$ cat src/rtl/snc_defines.svh
// Purpose: Register numbers, field positions and reset values of the
//          switch node configuration register bank.
// Assumes: Registers are addressed by an 8-bit register number.
// Notes:   Definitions only.
`ifndef SNC_DEFINES_SVH
`define SNC_DEFINES_SVH

`define SNC_REG_IDENT     8'h00
`define SNC_REG_DESCR     8'h01
`define SNC_REG_CONFIG    8'h04
`define SNC_REG_NODE_ID   8'h05
`define SNC_REG_PLL       8'h06
`define SNC_REG_SW_DIV    8'h07
`define SNC_REG_REF_DIV   8'h08
`define SNC_REG_JTAG_ID   8'h09
`define SNC_REG_USERCODE  8'h0A
`define SNC_REG_DIR_LO    8'h0C
`define SNC_REG_DIR_HI    8'h0D
`define SNC_REG_RSVD_A    8'h10
`define SNC_REG_RSVD_B    8'h11
`define SNC_REG_DBG_SRC   8'h1F

`define SNC_CFG_WLOCK_BIT   31
`define SNC_CFG_PLOCK_BIT   8
`define SNC_CFG_HDR_BIT     0
`define SNC_CFG_MASK        32'h80000101
`define SNC_PLL_NORST_BIT   31
`define SNC_PLL_NOWAIT_BIT  30
`define SNC_PLL_BYPASS_BIT  29
`define SNC_PLL_JTAGB_BIT   28
`define SNC_PLL_MASK        32'hF39FFF7F
`define SNC_DIV_MASK        32'h0000FFFF
`define SNC_RSVD_MASK       32'h00000003
`define SNC_DBG_MASK        32'h00000013
`define SNC_REF_DIV_RESET   16'h0003
`define SNC_PLL_RESET       32'h00000000
`define SNC_TILE_RST_CYC    4'h8

`endif

$ cat src/rtl/snc_pkg.sv
// Purpose: Types of the switch node configuration register bank.
// Assumes: Constants come from snc_defines.svh.
// Notes:   Holds the state machine encoding and the state struct.
`default_nettype none
package snc_pkg;
  typedef enum logic [1:0] {
    SNC_IDLE  = 2'b01,
    SNC_RESET = 2'b10
  } snc_state_e;

  typedef struct packed {
    snc_state_e  st;
    logic [3:0]  rst_cnt;
    logic [31:0] cfg;
    logic [15:0] node_id;
    logic [31:0] pll;
    logic [15:0] sw_div;
    logic [15:0] ref_div;
    logic [31:0] dir_lo;
    logic [31:0] dir_hi;
    logic [1:0]  rsvd_a;
    logic [1:0]  rsvd_b;
    logic [4:0]  dbg;
    logic [31:0] rdata;
    logic        rvalid;
    logic        tile_rst;
    logic        no_wait;
    logic [3:0]  route_dir;
    logic        route_local;
    logic [7:0]  boot_cap;
    logic        boot_done;
  } snc_state_s;
endpackage
`default_nettype wire

$ cat src/rtl/snc_regs.sv
// Purpose: Configuration and status register bank of a node packet switch.
// Assumes: Single clock mclk at 10 MHz; reset is asynchronous, active high.
// Notes:   Registers answer read and write transactions by register number.
`include "snc_defines.svh"
`default_nettype none
module snc_regs
  import snc_pkg::*;
#(
  parameter logic [7:0]  SW_REVISION  = 8'h01,
  parameter logic [7:0]  SW_VERSION   = 8'h01,
  parameter logic [7:0]  NUM_LINKS    = 8'h08,
  parameter logic [7:0]  SW_PROCS     = 8'h02,
  parameter logic [7:0]  DEV_PROCS    = 8'h02,
  // Identity values are arbitrary.
  parameter logic [31:0] JTAG_ID      = 32'h00000001,
  parameter logic [13:0] OTP_USERCODE = 14'h0000,
  parameter logic [17:0] METAL_ID     = 18'h00000
) (
  // Clock and reset.
  input  wire logic        mclk,
  input  wire logic        reset,
  // Boot control pins, sampled after reset.
  input  wire logic [7:0]  boot_control_pins,
  // Register transaction port.
  input  wire logic        cfg_wr,
  input  wire logic        cfg_rd,
  input  wire logic [7:0]  cfg_num,
  input  wire logic [31:0] cfg_wdata,
  output logic [31:0]      cfg_rdata,
  output logic             cfg_rvalid,
  // Global debug event sources.
  input  wire logic        dbg_tile0,
  input  wire logic        dbg_tile1,
  // Routing lookup.
  input  wire logic        route_req,
  input  wire logic [15:0] route_dest,
  output logic [3:0]       route_dir,
  output logic             route_local,
  // Controls to the clocking and reset logic, plus header mode and node identity.
  output logic             tile_reset,
  output logic             pll_no_wait,
  output logic             pll_bypass,
  output logic             boot_from_jtag,
  output logic [2:0]       pll_out_div,
  output logic [12:0]      pll_fb_mul,
  output logic [6:0]       pll_in_div,
  output logic [15:0]      switch_clk_div,
  output logic [15:0]      ref_clk_div,
  output logic             one_byte_headers,
  output logic [15:0]      node_identity
);

  // Index of the most significant set bit of a mismatch word.
  function automatic logic [3:0] top_bit(input logic [15:0] v);
    logic [3:0] idx;
    idx = 4'h0;
    for (int i = 0; i < 16; i++) begin
      if (v[i]) begin
        idx = 4'(i);
      end
    end
    return idx;
  endfunction

  snc_state_s q_r;
  snc_state_s q_nxt;
  logic [7:0] boot_s1_r;
  logic [7:0] boot_s2_r;
  logic [1:0] dbg_s1_r;
  logic [1:0] dbg_s2_r;

  // The boot pin synchroniser keeps running through reset, so the level
  // captured at the first edge after release is the real pin level.
  always_ff @(posedge mclk) begin
    boot_s1_r <= boot_control_pins;
    boot_s2_r <= boot_s1_r;
  end

  always_ff @(posedge mclk or posedge reset) begin
    if (reset) begin
      dbg_s1_r  <= 2'h0;
      dbg_s2_r  <= 2'h0;
    end else begin
      dbg_s1_r  <= {dbg_tile1, dbg_tile0};
      dbg_s2_r  <= dbg_s1_r;
    end
  end

  logic        wr_ok;
  logic        pll_wr;
  logic [15:0] mism;
  logic [3:0]  dim;

  always_comb begin
    q_nxt = q_r;
    // The write lock covers the configuration register itself.
    wr_ok = cfg_wr && !q_r.cfg[`SNC_CFG_WLOCK_BIT];
    pll_wr = wr_ok && (cfg_num == `SNC_REG_PLL)
             && !q_r.cfg[`SNC_CFG_PLOCK_BIT];
    if (!q_r.boot_done) begin
      q_nxt.boot_cap  = boot_s2_r;
      q_nxt.boot_done = 1'b1;
    end
    // Writes; read-only numbers fall through unchanged.
    if (wr_ok) begin
      if (cfg_num == `SNC_REG_CONFIG) begin
        q_nxt.cfg = cfg_wdata & `SNC_CFG_MASK;
      end else if (cfg_num == `SNC_REG_NODE_ID) begin
        q_nxt.node_id = cfg_wdata[15:0];
      end else if (cfg_num == `SNC_REG_SW_DIV) begin
        q_nxt.sw_div = cfg_wdata[15:0];
      end else if (cfg_num == `SNC_REG_REF_DIV) begin
        q_nxt.ref_div = cfg_wdata[15:0];
      end else if (cfg_num == `SNC_REG_DIR_LO) begin
        q_nxt.dir_lo = cfg_wdata;
      end else if (cfg_num == `SNC_REG_DIR_HI) begin
        q_nxt.dir_hi = cfg_wdata;
      end else if (cfg_num == `SNC_REG_RSVD_A) begin
        q_nxt.rsvd_a = cfg_wdata[1:0];
      end else if (cfg_num == `SNC_REG_RSVD_B) begin
        q_nxt.rsvd_b = cfg_wdata[1:0];
      end else if (cfg_num == `SNC_REG_DBG_SRC) begin
        q_nxt.dbg = {cfg_wdata[4], 2'b00, cfg_wdata[1:0]};
      end
    end
    if (pll_wr) begin
      q_nxt.pll = cfg_wdata & `SNC_PLL_MASK;
    end
    // A new debug event replaces the recorded source and beats a write to bits 1:0; a written bit 4 is kept.
    if (dbg_s2_r != 2'h0) begin
      q_nxt.dbg = {q_nxt.dbg[4], 2'h0, dbg_s2_r};
    end
    q_nxt.no_wait = q_nxt.pll[`SNC_PLL_NOWAIT_BIT];
    // A PLL write during the reset pulse updates the fields only.
    case (q_r.st)
      SNC_IDLE: begin
        q_nxt.tile_rst = 1'b0;
        if (pll_wr && !cfg_wdata[`SNC_PLL_NORST_BIT]) begin
          q_nxt.st       = SNC_RESET;
          q_nxt.rst_cnt  = `SNC_TILE_RST_CYC;
          q_nxt.tile_rst = 1'b1;
        end
      end
      SNC_RESET: begin
        q_nxt.tile_rst = 1'b1;
        q_nxt.rst_cnt  = q_r.rst_cnt - 4'h1;
        if (q_r.rst_cnt == 4'h1) begin
          q_nxt.st       = SNC_IDLE;
          q_nxt.tile_rst = 1'b0;
        end
      end
      default: begin
        q_nxt.st = SNC_IDLE;
      end
    endcase
    // Routing by the most significant mismatching identity bit.
    mism = route_dest ^ q_r.node_id;
    dim  = top_bit(mism);
    if (route_req) begin
      q_nxt.route_local = (mism == 16'h0000);
      if (dim[3]) begin
        q_nxt.route_dir = q_r.dir_hi[{dim[2:0], 2'b00} +: 4];
      end else begin
        q_nxt.route_dir = q_r.dir_lo[{dim[2:0], 2'b00} +: 4];
      end
    end
    // Reads; unmapped numbers read zero.
    q_nxt.rvalid = cfg_rd;
    q_nxt.rdata  = 32'h00000000;
    if (cfg_rd) begin
      if (cfg_num == `SNC_REG_IDENT) begin
        q_nxt.rdata = {8'h00, q_r.boot_cap, SW_REVISION, SW_VERSION};
      end else if (cfg_num == `SNC_REG_DESCR) begin
        q_nxt.rdata = {8'h00, NUM_LINKS, SW_PROCS, DEV_PROCS};
      end else if (cfg_num == `SNC_REG_CONFIG) begin
        q_nxt.rdata = q_r.cfg;
      end else if (cfg_num == `SNC_REG_NODE_ID) begin
        q_nxt.rdata = {16'h0000, q_r.node_id};
      end else if (cfg_num == `SNC_REG_PLL) begin
        q_nxt.rdata = q_r.pll;
      end else if (cfg_num == `SNC_REG_SW_DIV) begin
        q_nxt.rdata = {16'h0000, q_r.sw_div};
      end else if (cfg_num == `SNC_REG_REF_DIV) begin
        q_nxt.rdata = {16'h0000, q_r.ref_div};
      end else if (cfg_num == `SNC_REG_JTAG_ID) begin
        q_nxt.rdata = JTAG_ID;
      end else if (cfg_num == `SNC_REG_USERCODE) begin
        q_nxt.rdata = {OTP_USERCODE, METAL_ID};
      end else if (cfg_num == `SNC_REG_DIR_LO) begin
        q_nxt.rdata = q_r.dir_lo;
      end else if (cfg_num == `SNC_REG_DIR_HI) begin
        q_nxt.rdata = q_r.dir_hi;
      end else if (cfg_num == `SNC_REG_RSVD_A) begin
        q_nxt.rdata = {30'h00000000, q_r.rsvd_a};
      end else if (cfg_num == `SNC_REG_RSVD_B) begin
        q_nxt.rdata = {30'h00000000, q_r.rsvd_b};
      end else if (cfg_num == `SNC_REG_DBG_SRC) begin
        q_nxt.rdata = {27'h0000000, q_r.dbg};
      end
    end
  end

  always_ff @(posedge mclk or posedge reset) begin
    if (reset) begin
      q_r         <= '0;
      q_r.st      <= SNC_IDLE;
      q_r.ref_div <= `SNC_REF_DIV_RESET;
      q_r.pll     <= `SNC_PLL_RESET;
    end else begin
      q_r <= q_nxt;
    end
  end

  assign cfg_rdata        = q_r.rdata;
  assign cfg_rvalid       = q_r.rvalid;
  assign route_dir        = q_r.route_dir;
  assign route_local      = q_r.route_local;
  assign tile_reset       = q_r.tile_rst;
  assign pll_no_wait      = q_r.no_wait;
  assign pll_bypass       = q_r.pll[`SNC_PLL_BYPASS_BIT];
  assign boot_from_jtag   = q_r.pll[`SNC_PLL_JTAGB_BIT];
  assign pll_out_div      = q_r.pll[25:23];
  assign pll_fb_mul       = q_r.pll[20:8];
  assign pll_in_div       = q_r.pll[6:0];
  assign switch_clk_div   = q_r.sw_div;
  assign ref_clk_div      = q_r.ref_div;
  assign one_byte_headers = q_r.cfg[`SNC_CFG_HDR_BIT];
  assign node_identity    = q_r.node_id;

  a_wlock_blocks: assert property (@(posedge mclk) disable iff (reset)
    (cfg_wr && q_r.cfg[31] && cfg_num == `SNC_REG_NODE_ID)
    |=> $stable(q_r.node_id))
    else $error("Node identifier changed while write locked.");
  a_plock_blocks: assert property (@(posedge mclk) disable iff (reset)
    (cfg_wr && q_r.cfg[8] && cfg_num == `SNC_REG_PLL) |=> $stable(q_r.pll))
    else $error("PLL settings changed while PLL locked.");
  a_hdr_mode: assert property (@(posedge mclk) disable iff (reset)
    (cfg_wr && !q_r.cfg[31] && cfg_num == `SNC_REG_CONFIG)
    |=> one_byte_headers == $past(cfg_wdata[0]))
    else $error("Header mode did not follow the write.");
  a_node_write: assert property (@(posedge mclk) disable iff (reset)
    (cfg_wr && !q_r.cfg[31] && cfg_num == `SNC_REG_NODE_ID)
    |=> node_identity == $past(cfg_wdata[15:0]))
    else $error("Node identifier write lost.");
  a_pll_reset: assert property (@(posedge mclk) disable iff (reset)
    (pll_wr && !cfg_wdata[31] && q_r.st == SNC_IDLE) |=> tile_reset [*8]
    ##1 !tile_reset)
    else $error("Tile reset pulse has the wrong length.");
  a_pll_norst: assert property (@(posedge mclk) disable iff (reset)
    (pll_wr && cfg_wdata[31] && q_r.st == SNC_IDLE) |=> !tile_reset)
    else $error("Tile reset despite suppression bit.");
  a_lock_norst: assert property (@(posedge mclk) disable iff (reset)
    (cfg_wr && cfg_num == `SNC_REG_PLL && q_r.cfg[8] && q_r.st == SNC_IDLE)
    |=> !tile_reset)
    else $error("Refused PLL write reset the tile.");
  a_route_local: assert property (@(posedge mclk) disable iff (reset)
    (route_req && route_dest == q_r.node_id) |=> route_local)
    else $error("Matching destination not flagged local.");
  a_usercode_rd: assert property (@(posedge mclk) disable iff (reset)
    (cfg_rd && cfg_num == `SNC_REG_USERCODE)
    |=> cfg_rvalid && cfg_rdata == {OTP_USERCODE, METAL_ID})
    else $error("User code read wrong.");
  a_dbg_src: assert property (@(posedge mclk) disable iff (reset)
    (dbg_s2_r == 2'h1) |=> q_r.dbg[1:0] == 2'h1)
    else $error("Debug source not recorded.");

  // Register port answers, read-only contents, write lock, PLL fields, dividers and routing.
  a_rd_answer: assert property (@(posedge mclk) disable iff (reset)
    cfg_rd |=> cfg_rvalid)
    else $error("Read strobe got no answer.");
  a_rd_quiet: assert property (@(posedge mclk) disable iff (reset)
    !cfg_rd |=> !cfg_rvalid && cfg_rdata == 32'h00000000)
    else $error("Read data shown without a read strobe.");
  a_ident_rd: assert property (@(posedge mclk) disable iff (reset)
    (cfg_rd && cfg_num == `SNC_REG_IDENT)
    |=> cfg_rdata[31:24] == 8'h00
        && cfg_rdata[15:0] == {SW_REVISION, SW_VERSION})
    else $error("Identification read wrong.");
  a_descr_rd: assert property (@(posedge mclk) disable iff (reset)
    (cfg_rd && cfg_num == `SNC_REG_DESCR)
    |=> cfg_rdata == {8'h00, NUM_LINKS, SW_PROCS, DEV_PROCS})
    else $error("Switch description read wrong.");
  a_wlock_all: assert property (@(posedge mclk) disable iff (reset)
    (cfg_wr && q_r.cfg[`SNC_CFG_WLOCK_BIT])
    |=> $stable(q_r.cfg) && $stable(q_r.pll) && $stable(q_r.sw_div)
        && $stable(q_r.dir_lo) && $stable(q_r.dir_hi))
    else $error("Register changed while write locked.");
  a_pll_flags: assert property (@(posedge mclk) disable iff (reset)
    pll_wr |=> pll_no_wait == $past(cfg_wdata[`SNC_PLL_NOWAIT_BIT])
    && pll_bypass == $past(cfg_wdata[`SNC_PLL_BYPASS_BIT])
    && boot_from_jtag == $past(cfg_wdata[`SNC_PLL_JTAGB_BIT]))
    else $error("PLL control flags did not follow the write.");
  a_pll_divs: assert property (@(posedge mclk) disable iff (reset)
    pll_wr |=> pll_out_div == $past(cfg_wdata[25:23])
    && pll_fb_mul == $past(cfg_wdata[20:8])
    && pll_in_div == $past(cfg_wdata[6:0]))
    else $error("PLL divider fields did not follow the write.");
  a_sw_div: assert property (@(posedge mclk) disable iff (reset)
    (wr_ok && cfg_num == `SNC_REG_SW_DIV)
    |=> switch_clk_div == $past(cfg_wdata[15:0]))
    else $error("Switch clock divider write lost.");
  a_ref_div: assert property (@(posedge mclk) disable iff (reset)
    (wr_ok && cfg_num == `SNC_REG_REF_DIV)
    |=> ref_clk_div == $past(cfg_wdata[15:0]))
    else $error("Reference clock divider write lost.");
  a_dir_high: assert property (@(posedge mclk) disable iff (reset)
    (route_req && mism[15]) |=> route_dir == $past(q_r.dir_hi[31:28]))
    else $error("Top dimension did not use the upper direction field.");
  a_dbg_rsvd: assert property (@(posedge mclk) disable iff (reset)
    (cfg_rd && cfg_num == `SNC_REG_DBG_SRC) |=> cfg_rdata[3:2] == 2'h0)
    else $error("Reserved debug source bits read non-zero.");

  c_pll_write: cover property (@(posedge mclk) disable iff (reset)
    pll_wr ##1 tile_reset);
  c_locked_wr: cover property (@(posedge mclk) disable iff (reset)
    cfg_wr && q_r.cfg[31]);
  c_route_hi: cover property (@(posedge mclk) disable iff (reset)
    route_req && mism[15]);
  c_norst_write: cover property (@(posedge mclk) disable iff (reset)
    pll_wr && cfg_wdata[`SNC_PLL_NORST_BIT]);
  c_dbg_tile1: cover property (@(posedge mclk) disable iff (reset)
    dbg_s2_r == 2'h2);

endmodule
`default_nettype wire

$ cat config.mk
export PLATFORM = sky130hd
export DESIGN_NAME = snc_regs
export DESIGN_NICKNAME = d
export VERILOG_FILES = /design/src/rtl/snc_pkg.sv /design/src/rtl/snc_regs.sv
export VERILOG_INCLUDE_DIRS = /design/src /design/src/rtl
export SDC_FILE = /design/constraint.sdc
export NUM_CORES = 1
export LEC_CHECK = 0
export ABC_AREA = 0
export BUFFER_PORTS_ARGS = -buffer_cell sky130_fd_sc_hd__buf_2
export CAP_MARGIN = 20
export CORE_MARGIN = 4
export CORE_UTILIZATION = 50
export CTS_BUF_LIST = sky130_fd_sc_hd__clkbuf_8
export DETAILED_ROUTE_END_ITERATION = 6
export PLACE_DENSITY = 0.7
export SYNTH_ARGS = -nofsm -noshare
export SYNTH_HDL_FRONTEND = slang
export SYNTH_SLANG_ARGS = --single-unit
$ cat constraint.sdc
create_clock -name mclk -period 8.27 [get_ports mclk]
set_input_delay 1.2405 -clock mclk [delete_from_list [all_inputs] [get_ports mclk]]
set_output_delay 1.2405 -clock mclk [all_outputs]
set_load 0.1 [all_outputs]
Word level (Yosys, flattened, before mapping):

Index checks and enable logic that the tools add are counted.

* bitwise operators: 8
* shift-type cells: 2
* eq/ne operators: 26
* muxes and demuxes: 49
* $add $sub $neg: 1
* reductions and logical operators: 24

Operators with widths (count)
* 32-bit two-way mux: 12
* 5-bit two-way mux: 13
* 4-bit two-way mux: 16
* 32-bit by 6-bit variable part select with 4-bit output: 2
* 8-bit by 4-bit equality test with 1-bit output (second input constant): 5
* 8-bit by 3-bit equality test with 1-bit output (second input constant): 4
* 8-bit by 5-bit equality test with 1-bit output (second input constant): 3
* 16-bit zero test: 1
* 2-bit by 1-bit != test with 1-bit output (second input constant): 8
* 16-bit XOR: 1
* 10-bit AND reduction: 1
* 9-bit AND reduction: 1
* 8-bit by 1-bit equality test with 1-bit output (second input constant): 1
* 8-bit zero test: 1
* 4-bit one-hot mux with 2 select lines: 1
* 8-bit AND reduction: 1
* 2-bit nonzero test: 4
* 1-bit NOT: 7
* 7-bit AND reduction: 1
* 6-bit two-way mux: 1
* 2-bit AND reduction: 3
* 6-bit AND reduction: 1
* 5-bit AND reduction: 1
* 4-bit by 1-bit equality test with 1-bit output (second input constant): 1
* 12 further kinds: 20

* register bits after elaboration: 225
* word-level logic and storage cells: 135
* input port bits: 71
* output and inout port bits: 114

Logic depth before layout (Yosys ltp):

Gate-level depths: netlist (run 1).

* depth after elaboration: 18
* gate-level depth with buffers: 10
* gate-level depth less buffers: 7

Least setup slack after synthesis (run 1):

OpenSTA, ideal clock, no wires.

* path type: input to register
* start: in route_dest[15]
* end: reg q_r, in the netlist route_dir[1]
* arrival time: 3.180 ns
* slack: 4.950 ns
* required time: 8.131 ns
* cell stages on the path: 8
* cells stage by stage: xor2_1 -> nor2_1 -> nand2_1 -> nor2_2 -> buf_4 -> mux4_2 -> a22oi_1 -> o221ai_1

* longest elaborated chain between the ends: 4

Ends and longest elaborated chain
* from (decl): RTL line snc_regs.sv:36 `input wire logic [15:0] route_dest,`
* 16-bit XOR *: RTL line snc_regs.sv:157 `mism = route_dest ^ q_r.node_id;`
* 4-bit two-way mux *: RTL line snc_regs.sv:58 `if (v[i]) begin`
* 32-bit by 6-bit variable part select with 4-bit output, on equally long branches: RTL line snc_regs.sv:164, snc_regs.sv:162
* 4-bit two-way mux *: RTL line snc_regs.sv:161 `if (dim[3]) begin`
* to (signal assigned): RTL line snc_regs.sv:210 `q_r <= q_nxt;`
* to (decl): RTL line snc_regs.sv:65 `snc_state_s q_r;`

Mark *: on every way between the ends. The rest lies on a longest branch, timed or not.
A chain may end at the register's enable or synchronous reset.

==> results of run 1 <==
==> final cells by class <==
type | instances | area share, %
clock buffer | 48 | 5.59
multi-input combinational | 478 | 35.0
timing repair buffer | 193 | 8.53
clock inverter | 21 | 0.942
inverter | 12 | 0.444
sequential | 223 | 46.6
tap | 275 | 2.91
==> per-stage QoR <==
step	hold WS (ns)	power (mW)	util, %	cells	worst slack, ns
2_1_floorplan	0.310	1.47	-	859	1.38
3_3_place_gp	0.312	1.53	52.4	1180	4.09
3_5_place_dp	0.312	1.54	52.4	1180	4.09
4_1_cts	0.318	2.52	56.1	1249	4.64
5_1_grt	0.327	2.60	56.2	1250	4.39
6_report	0.317	2.50	56.2	1250	4.50
==> power by group <==
group | internal (mW) | total, mW | leakage [nW] | switching, mW
registers | 1.14 | 1.18 | 2.95 | 0.0398
clock network | 0.552 | 0.980 | 0.458 | 0.428
logic | 0.0868 | 0.338 | 2.65 | 0.251
==> Yosys cell counts, types with 4 or more instances <==
cell / count / area, um^2
dfxtp_1: 16 / 320
mux2_4: 10 / 150
nor3_1: 8 / 40.0
nor2b_1: 4 / 25.0
a222oi_1: 15 / 150
buf_4: 110 / 826
clkbuf_1: 21 / 78.8
a221o_1: 9 / 90.1
nand4_1: 6 / 37.5
a21o_1: 4 / 30.0
buf_2: 13 / 65.1
inv_1: 12 / 45.0
mux2i_1: 9 / 90.1
nor4_1: 10 / 62.6
o21ai_0: 24 / 120
dfrtp_1: 204 / 5100
nand2_1: 49 / 184
ha_1: 4 / 50.1
mux4_2: 16 / 360
xnor2_1: 8 / 70.1
nand3_1: 9 / 45.0
a22oi_1: 15 / 113
a21oi_1: 11 / 55.1
a221oi_1: 11 / 96.3
o221ai_1: 5 / 43.8
xor2_1: 12 / 105
mux2_2: 144 / 1620
nor2_1: 47 / 176
==> flip-flops by register name, summed over array words and instances, names as in the netlist, 8 cells and up <==
signal / count
q_r: 90
boot_s1_r: 8
boot_s2_r: 8
node_identity: 16
cfg_rdata: 32
ref_clk_div: 16
switch_clk_div: 16
pll_fb_mul: 13
==> cell usage in the layout (no fill, tap or decap), types with 9 or more instances in the layout <==
cell type / instances
o21ai_0: 24
nor2_1: 45
clkbuf_8: 48
nand2_1: 49
a221o_1: 9
mux2i_1: 9
dfrtp_1: 204
inv_1: 28
a222oi_1: 15
buf_2: 184
dfxtp_1: 16
mux2_2: 144
a21oi_1: 11
nor4_1: 10
mux4_2: 16
nand3_1: 9
a22oi_1: 15
a221oi_1: 11
xor2_1: 12
mux2_4: 10
==> layer usage <==
layer	track usage (%)	vias to the layer above	routed length (um)
met5	0	-	0
met1	32.9	3635	12000
met3	4.34	40	2030
li1	-	3201	-
met4	5.59	0	427
met2	34.5	322	12600
==> path summary, 6_finish.rpt <==
kind / end / slack [ns]
worst max-delay path: cfg_rdata[9] / 4.50
worst min-delay path: boot_s2_r[5] / 0.32
worst max register to register: route_dir[2] / 5.15
worst min register to register: boot_s2_r[5] / 0.32
max in group asynchronous: ref_clk_div[15] / 6.20
min in group asynchronous: cfg_rvalid / 0.91
==> cells by family after synthesis <==
group,after synthesis,synth area share [%]
adders and majority gates,4,0.469
and+or+nand+nor,151,7.02
buffers and inverters,158,9.74
DFF,223,51.5
muxes,179,20.8
AOI/OAI and AO/OA,123,8.77
other,1,0.0351
xor gates and xnor gates,20,1.64
==> metrics.csv, run 1 <==
stage,metric,value,unit
status,run_status,"finished, final reports clean",
synth,synth_cell_types,61,
pwr,leakage,6.06,nW
timing,tightest_slew,1.07,ns
route,drt_iter0_drc,709,
synth,synth_edf_count,0,
clocking,cts_resized,0,
critical_path,path_buf_inv,1,
synth,async_flop_share,92.8,%
die,ios,185,
timing,slew_viol_final,0,
layout,ff_latch_area,5500,um^2
synth,ys_ff_latch,223,
timing,setup_viol,0,
synth,syn-num-nets,934,
die,die_h,154,um
die,die_w,154,um
layout,antenna-diode-count,0,
clocking,cts_setup_buffers,0,
critical_path,crit_start,cfg_num[5],
clocking,clock-sinks,223,
synth,postSynthCellCount,859,
layout,area_growth,10.7,%
pwr,power.density,211,nW/um^2
clocking,cts.reportedPaths.clkPinSlew,0.06,ns
route,drc,0,
die,die_area,23800,um^2
critical_path,reg2reg_depth,7,
clocking,cts_root_buf,clkbuf_8,
placed_design,gp_routability_congestion,0.877,
timing,slew_headroom,28.6,%
timing,fmax,0.265,GHz
critical_path,cp.required,8.71,ns
critical_path,critical_path_depth,8,
placed_design,io_buffers,184,
critical_path,critPathMaxFanout,12,
layout,drive_above_1_share,44.5,%
pwr,vdd_drop_max,0.000158,V
route,first_pass_iters,6,
die,core-area,21000,um^2
die,start_util,50.8,%
clocking,cts_tree,done,
clocking,cts_buffer_depth,3,
synth,synth_seq_area_share,51.5,%
clocking,hold_buffers,0,
synth,ys_warn_count,0,
timing,setup_tns,0,ns
route,wl_per_cell,21.6,um
placed_design,dpl.hpwl,18800,um
flow_run,cap_viol_max_count,0,
critical_path,critPathLaunchType,primary input,
clocking,clock_latency,0.52,ns
grt,antenna_found_initial,0,
placed_design,place_area,11000,um^2
synth,ys.flop_type,dfrtp_1,
min_path,hp-start,boot_s1_r[5],
layout,multi_input_area,4140,um^2
layout,design_area,11800,um^2
critical_path,slowest_stage,nand4_1,
critical_path,cp-end-kind,register,
grt,grt_max_degree,126,
route,vias_per_cell,5.76,
die,core.rowCount,53,
critical_path,path_cells,buf_2 -> nor4_4 -> nand4_1 -> nand2_1 -> a221oi_1 -> a211oi_1 -> a31oi_1 -> nor2b_1,
synth,syn_area,10700,um^2
synth,avgSynthCellArea,12.4,um^2
layout,final_nets,1021,
clocking,cts.htree.levels,2,
grt,grt_usage,22.4,%
critical_path,crit_family,simple AND/OR/NAND/NOR gates,
critical_path,setup.worst_path.class,in2reg,
critical_path,r2r-start,node_identity[1],
timing,hold_viol,0,
timing,period_minus_slack,3.77,ns
timing,skew,0.0183,ns
route,finalWirelength,27000,um
critical_path,cp_slowest_stage_delay,0.84,ns
grt,overflow,0,
critical_path,arrival,4.21,ns
timing,rsz0062_at_grt,no,
min_path,hold_depth,0,
route,ant_nets,0,
min_path,hp-class,reg2reg,
route,vias,7198,
layout,fillers,1810,
timing,post-route-period-util,45.6,%
grt,grt_pass1_wl,41800,um
clocking,cts_buffers,38,
grt,first_global_vias,7258,
Power figures use the tool's default switching activity.
==> run 2, diff against run 1 <==
Settings changed: PLACE_DENSITY 0.7 to 0.73.
Clock period 8.27 ns to 3.3 ns, I/O delays scaled along.
==> metrics.csv, run 2 (synthesis gave the netlist of run 1 again) <==
stage,metric,value,unit,change
timing,setup_viol,0,,unchanged
critical_path,cp-end-kind,register,,
route,vias,7253,,+0.76%
route,drc,0,,unchanged
clocking,cts.reportedPaths.clkPinSlew,0.06,ns,about the same
grt,grt_pass1_wl,42000,um,+0.53%
critical_path,r2r_slack,0.60,ns,-4.55 ns
timing,fmax,0.371,GHz,
min_path,hp-start,boot_control_pins[3],,
critical_path,reg2reg_depth,8,,+1
layout,max_flop_register,q_r,,
min_path,hp-class,in2reg,,
timing,setup_tns,0,ns,unchanged
grt,grt_usage,22.5,%,+0.13 points
critical_path,critPathMaxFanout,16,,+4
critical_path,critPathLaunchType,register,,
die,die_w,154,um,unchanged
die,core.rowCount,53,,unchanged
timing,period_minus_slack,2.70,ns,
critical_path,setup.worst_path.class,reg2reg,,
grt,antenna_found_initial,0,,unchanged
clocking,cts_tree,done,,
status,run_status,"finished, final reports clean",,
grt,grt_max_degree,118,,-6.3%
clocking,cts_resized,0,,unchanged
route,first_pass_iters,6,,unchanged
timing,skew,0.0183,ns,-0.00000730 ns
placed_design,gp_routability_congestion,0.926,,+5.6%
route,vias_per_cell,5.75,,-0.19%
layout,drive_above_1_share,45.3,%,+0.78 points
route,drt_iter0_drc,681,,-3.9%
die,start_util,50.8,%,unchanged
layout,largest_reg_flops,90,,unchanged
route,wl_per_cell,21.6,um,about the same
placed_design,io_buffers,184,,unchanged
clocking,cts_root_buf,clkbuf_8,,
timing,tightest_slew,0.790,ns,-0.281 ns
timing,slew_viol_final,0,,unchanged
critical_path,arrival,3.09,ns,-1.12 ns
layout,area_growth,11.7,%,
critical_path,cp.required,3.69,ns,-5.02 ns
clocking,cts_buffers,38,,unchanged
timing,post-route-period-util,81.7,%,
route,finalWirelength,27300,um,+1.0%
pwr,power.density,519,nW/um^2,+150%
pwr,leakage,6.12,nW,+0.98%
grt,first_global_vias,7275,,+0.23%
layout,final_nets,1036,,+1.5%
clocking,clock_latency,0.53,ns,about the same
die,ios,185,,unchanged
clocking,clock-sinks,223,,unchanged
layout,antenna-diode-count,0,,unchanged
pwr,vdd_drop_max,0.000254,V,+61%
grt,overflow,0,,unchanged
route,ant_nets,0,,unchanged
timing,slew_headroom,46.6,%,+18 points
pwr,power,6.20,mW,+150%
min_path,hold_depth,1,,+1
clocking,cts_setup_buffers,0,,unchanged
timing,rsz0062_at_grt,no,,
die,die_area,23800,um^2,unchanged
clocking,cts_buffer_depth,3,,unchanged
clocking,hold_buffers,1,,+1
layout,final_cell_mix,"dfrtp_1, buf_2, mux2_2",,
critical_path,rr_endpoint,route_dir[3],,
die,core-area,21000,um^2,unchanged
placed_design,dpl.hpwl,19700,um,+4.8%
min_path,holdPathEnd,boot_s1_r[3],,
layout,layout.cells.most_common,dfrtp_1,,
die,die_h,154,um,unchanged
clocking,cts.htree.levels,2,,unchanged
critical_path,r2r-start,node_identity[1],,
timing,hold_viol,0,,unchanged
flow_run,cap_viol_max_count,0,,unchanged
-- run 2: cell types whose count changed in the layout (fill, tap and decap cells not counted) --
cell / before / now
clkinvlp_4: 1 / 2
buf_16: 1 / 0
inv_1: 28 / 26
clkinv_2: 2 / 1
inv_8: 1 / 0
buf_12: 0 / 4
bufinv_16: 1 / 0
buf_4: 8 / 19
dlygate4sd3_1: 0 / 1
clkbuf_8: 48 / 49
-- run 2: stage by stage --
| stage | hold WS, ns | instance area, um^2 | instances | util (%) | worst slack (ns) |
|---|---|---|---|---|---|
| after floorplan | 0.310 | 10700 | 859 | - | 0.121 |
| after global placement | 0.313 | 11200 | 1195 | 53.2 | 0.575 |
| after detailed placement | 0.312 | 11200 | 1195 | 53.2 | 0.503 |
| after CTS | 0.0442 | 11900 | 1262 | 56.8 | 0.599 |
| after global routing | 0.0529 | 11900 | 1262 | 56.8 | 0.470 |
| final | 0.0781 | 11900 | 1262 | 56.8 | 0.603 |
-- run 2: worst max-delay path, cell delays in order (launching register included) --
cell and delay [ns]:
dfrtp_1 0.45, xor2_1 0.21, a211o_1 0.34, a211o_1 0.30, a221oi_4 0.25, buf_4 0.28, mux4_2 0.34, a22oi_1 0.23
o221ai_1 0.14
-- run 2: final cells by class --
class                           count  area [um^2]
Clock buffer                       49          674
Clock inverter                     17         68.8
Fill cell                        1775         9080
Inverter                           12         48.8
Multi-Input combinational cell    478         4140
Sequential cell                   223         5500
Tap cell                          275          344
Timing Repair Buffer              208         1150
-- run 2: where the power goes --
part / total [mW] / leakage [nW] / switching [mW] / internal (mW)
sequential: 2.97 / 2.95 / 0.107 / 2.86
clock: 2.39 / 0.436 / 1.07 / 1.32
combinational: 0.848 / 2.73 / 0.626 / 0.222
total: 6.20 / 6.12 / 1.80 / 4.40
-- run 2: layer usage --
layer / share of wire [%] / GRT usage [%] / vias up
met5: 0 / 0 / -
met4: 2.5 / 6.94 / 0
met3: 7.4 / 4.62 / 50
met2: 48 / 36.0 / 292
met1: 42 / 31.2 / 3677
li1: - / - / 3234
-- run 2: worst max path at each step --
stage,startpoint,end,depth (start not counted)
floorplan,reset,boot_from_jtag,1
global placement,route_dest[1],route_dir[3],9
detailed placement,route_dest[5],route_dir[3],9
CTS,node_identity[1],route_dir[3],8
global route,node_identity[11],route_dir[3],7
finish,node_identity[1],route_dir[3],8
==> run 3, diff against run 2 <==
Settings changed: PLACE_DENSITY 0.73 to 0.7.
Clock period 3.3 ns to 2.8 ns, I/O delays scaled along.
==> metrics.csv, run 3 (synthesis gave the netlist of run 1 again) <==
stage,metric,value,unit,change
status,run_status,"finished, final reports clean",,
critical_path,critPathLaunchType,register,,
layout,largest_reg_flops,90,,unchanged
pwr,vdd_drop_max,0.000290,V,+14%
layout,antenna-diode-count,0,,unchanged
layout,area_growth,13.3,%,
grt,first_global_vias,7368,,+1.3%
route,ant_nets,0,,unchanged
route,first_pass_iters,6,,unchanged
layout,layout.cells.most_common,dfrtp_1,,
timing,slew_headroom,45.8,%,-0.79 points
placed_design,gp_routability_congestion,0.936,,+1.0%
grt,grt_usage,22.8,%,+0.32 points
clocking,cts.htree.levels,2,,unchanged
grt,overflow,0,,unchanged
critical_path,worst_path_most_repeated_cell,a211o_1,,
die,ios,185,,unchanged
layout,drive_above_1_share,45.1,%,-0.14 points
critical_path,r2r_slack,0.17,ns,-0.43 ns
timing,slew_viol_final,0,,unchanged
clocking,cts_tree,done,,
timing,rsz0062_at_grt,no,,
critical_path,crit_family,compound AO/OA/AOI/OAI gates,,
placed_design,dpl.hpwl,19500,um,-0.55%
clocking,cts.reportedPaths.clkPinSlew,0.06,ns,about the same
layout,max_flop_register,q_r,,
critical_path,cp-end-kind,register,,
layout,fillers,1752,,-1.3%
critical_path,cp.required,3.18,ns,-0.51 ns
die,die_area,23800,um^2,unchanged
timing,fmax,0.381,GHz,+2.7%
timing,period_minus_slack,2.63,ns,-0.0712 ns
critical_path,path_buf_inv,1,,unchanged
critical_path,cp_slowest_stage_delay,0.45,ns,about the same
placed_design,io_buffers,184,,unchanged
critical_path,setup.worst_path.class,reg2reg,,
pwr,leakage,6.22,nW,+1.7%
timing,setup_viol,0,,unchanged
timing,setup_tns,0,ns,unchanged
route,vias_per_cell,5.69,,-0.91%
die,start_util,50.8,%,unchanged
pwr,power,7.11,mW,+15%
clocking,clock-sinks,223,,unchanged
grt,grt_pass1_wl,42700,um,+1.7%
layout,design_area,12100,um^2,+1.4%
grt,antenna_found_initial,1,,+1
critical_path,arrival,3.00,ns,-0.09 ns
clocking,clock_latency,0.52,ns,about the same
critical_path,slowest_stage,dfrtp_1,,
route,drt_iter0_drc,706,,+3.7%
timing,skew,0.0157,ns,-0.00260 ns
grt,grt_max_degree,71,,-40%
die,core.rowCount,53,,unchanged
layout,multi_input_area,4140,um^2,unchanged
placed_design,place_area,11300,um^2,+1.4%
die,die_w,154,um,unchanged
clocking,cts_setup_buffers,0,,unchanged
timing,hold_viol,0,,unchanged
critical_path,critPathMaxFanout,16,,unchanged
min_path,hp-class,in2async,,
route,drc,0,,unchanged
layout,ff_latch_area,5500,um^2,unchanged
route,finalWirelength,27300,um,+0.11%
layout,finish.utilization,57.6,%,+0.80 points
timing,tightest_slew,0.802,ns,+0.0117 ns
pwr,power.density,587,nW/um^2,+13%
timing,post-route-period-util,93.8,%,+12 points
layout,final_cell_mix,"dfrtp_1, buf_2, mux2_2",,
die,die_h,154,um,unchanged
route,wl_per_cell,21.3,um,-1.7%
die,core-area,21000,um^2,unchanged
route,vias,7318,,+0.90%
clocking,cts_root_buf,clkbuf_8,,
critical_path,path_cells,xor2_1 -> a211o_1 -> a211o_1 -> a221oi_4 -> buf_12 -> mux4_2 -> a22oi_1 -> o221ai_1,,
clocking,cts_buffers,37,,-2.6%
flow_run,cap_viol_max_count,0,,unchanged
clocking,cts_buffer_depth,3,,unchanged
layout,final_nets,1058,,+2.1%
-- run 3: cell type report --
class	count	share of cell area [%]
flip-flops and latches	223	45.5
well taps	275	2.84
repair buffers	231	11.6
inverters	12	0.403
multi-input cells	478	34.2
clock inverters	25	0.848
clock buffers	41	4.66
-- run 3: final timing paths --
kind	depth (start not counted)	from	endpoint
max in group asynchronous	3	reset	cfg_rdata[28]
worst min-delay path	2	reset	pll_fb_mul[1]
worst max-delay path	8	node_identity[1]	route_dir[3]
worst max register to register	8	node_identity[1]	route_dir[3]
worst min register to register	0	boot_s1_r[4]	boot_s2_r[4]
min in group mclk	1	cfg_rd	cfg_rvalid
-- run 3: power breakdown --
group          total, mW  internal (mW)  leakage [nW]  switching, mW
combinational       1.03          0.283          2.85          0.748
clock               2.59           1.34         0.417           1.25
sequential          3.49           3.37          2.95          0.120
total               7.11           4.99          6.22           2.12
-- run 3: timing repair --
item	in CTS	in global routing
endpoints found under the hold margin	10	0
resized for setup	0	0
hold buffers	10	0
endpoints found under the setup margin	0	0
-- run 3: per-stage QoR --
stage / cells / worst slack [ns] / hold WS [ns]
2_1_floorplan: 859 / -0.304 / 0.310
3_5_place_dp: 1209 / 0.156 / 0.312
4_1_cts: 1285 / 0.185 / 0.0348
6_report: 1285 / 0.174 / 0.0254
3_3_place_gp: 1209 / 0.186 / 0.312
5_1_grt: 1285 / 0.0540 / 0.0601
-- run 3: metal layers --
metal  global-route usage (%)  up-vias  routed length, um  share of wire, %
li1                         -     3293                  -                 -
met1                     33.6     3690              12300                45
met2                     35.1      281              12600                46
met3                     4.56       52               1770               6.5
met4                     5.72        2                597               2.2
met5                        0        -                 13             0.048
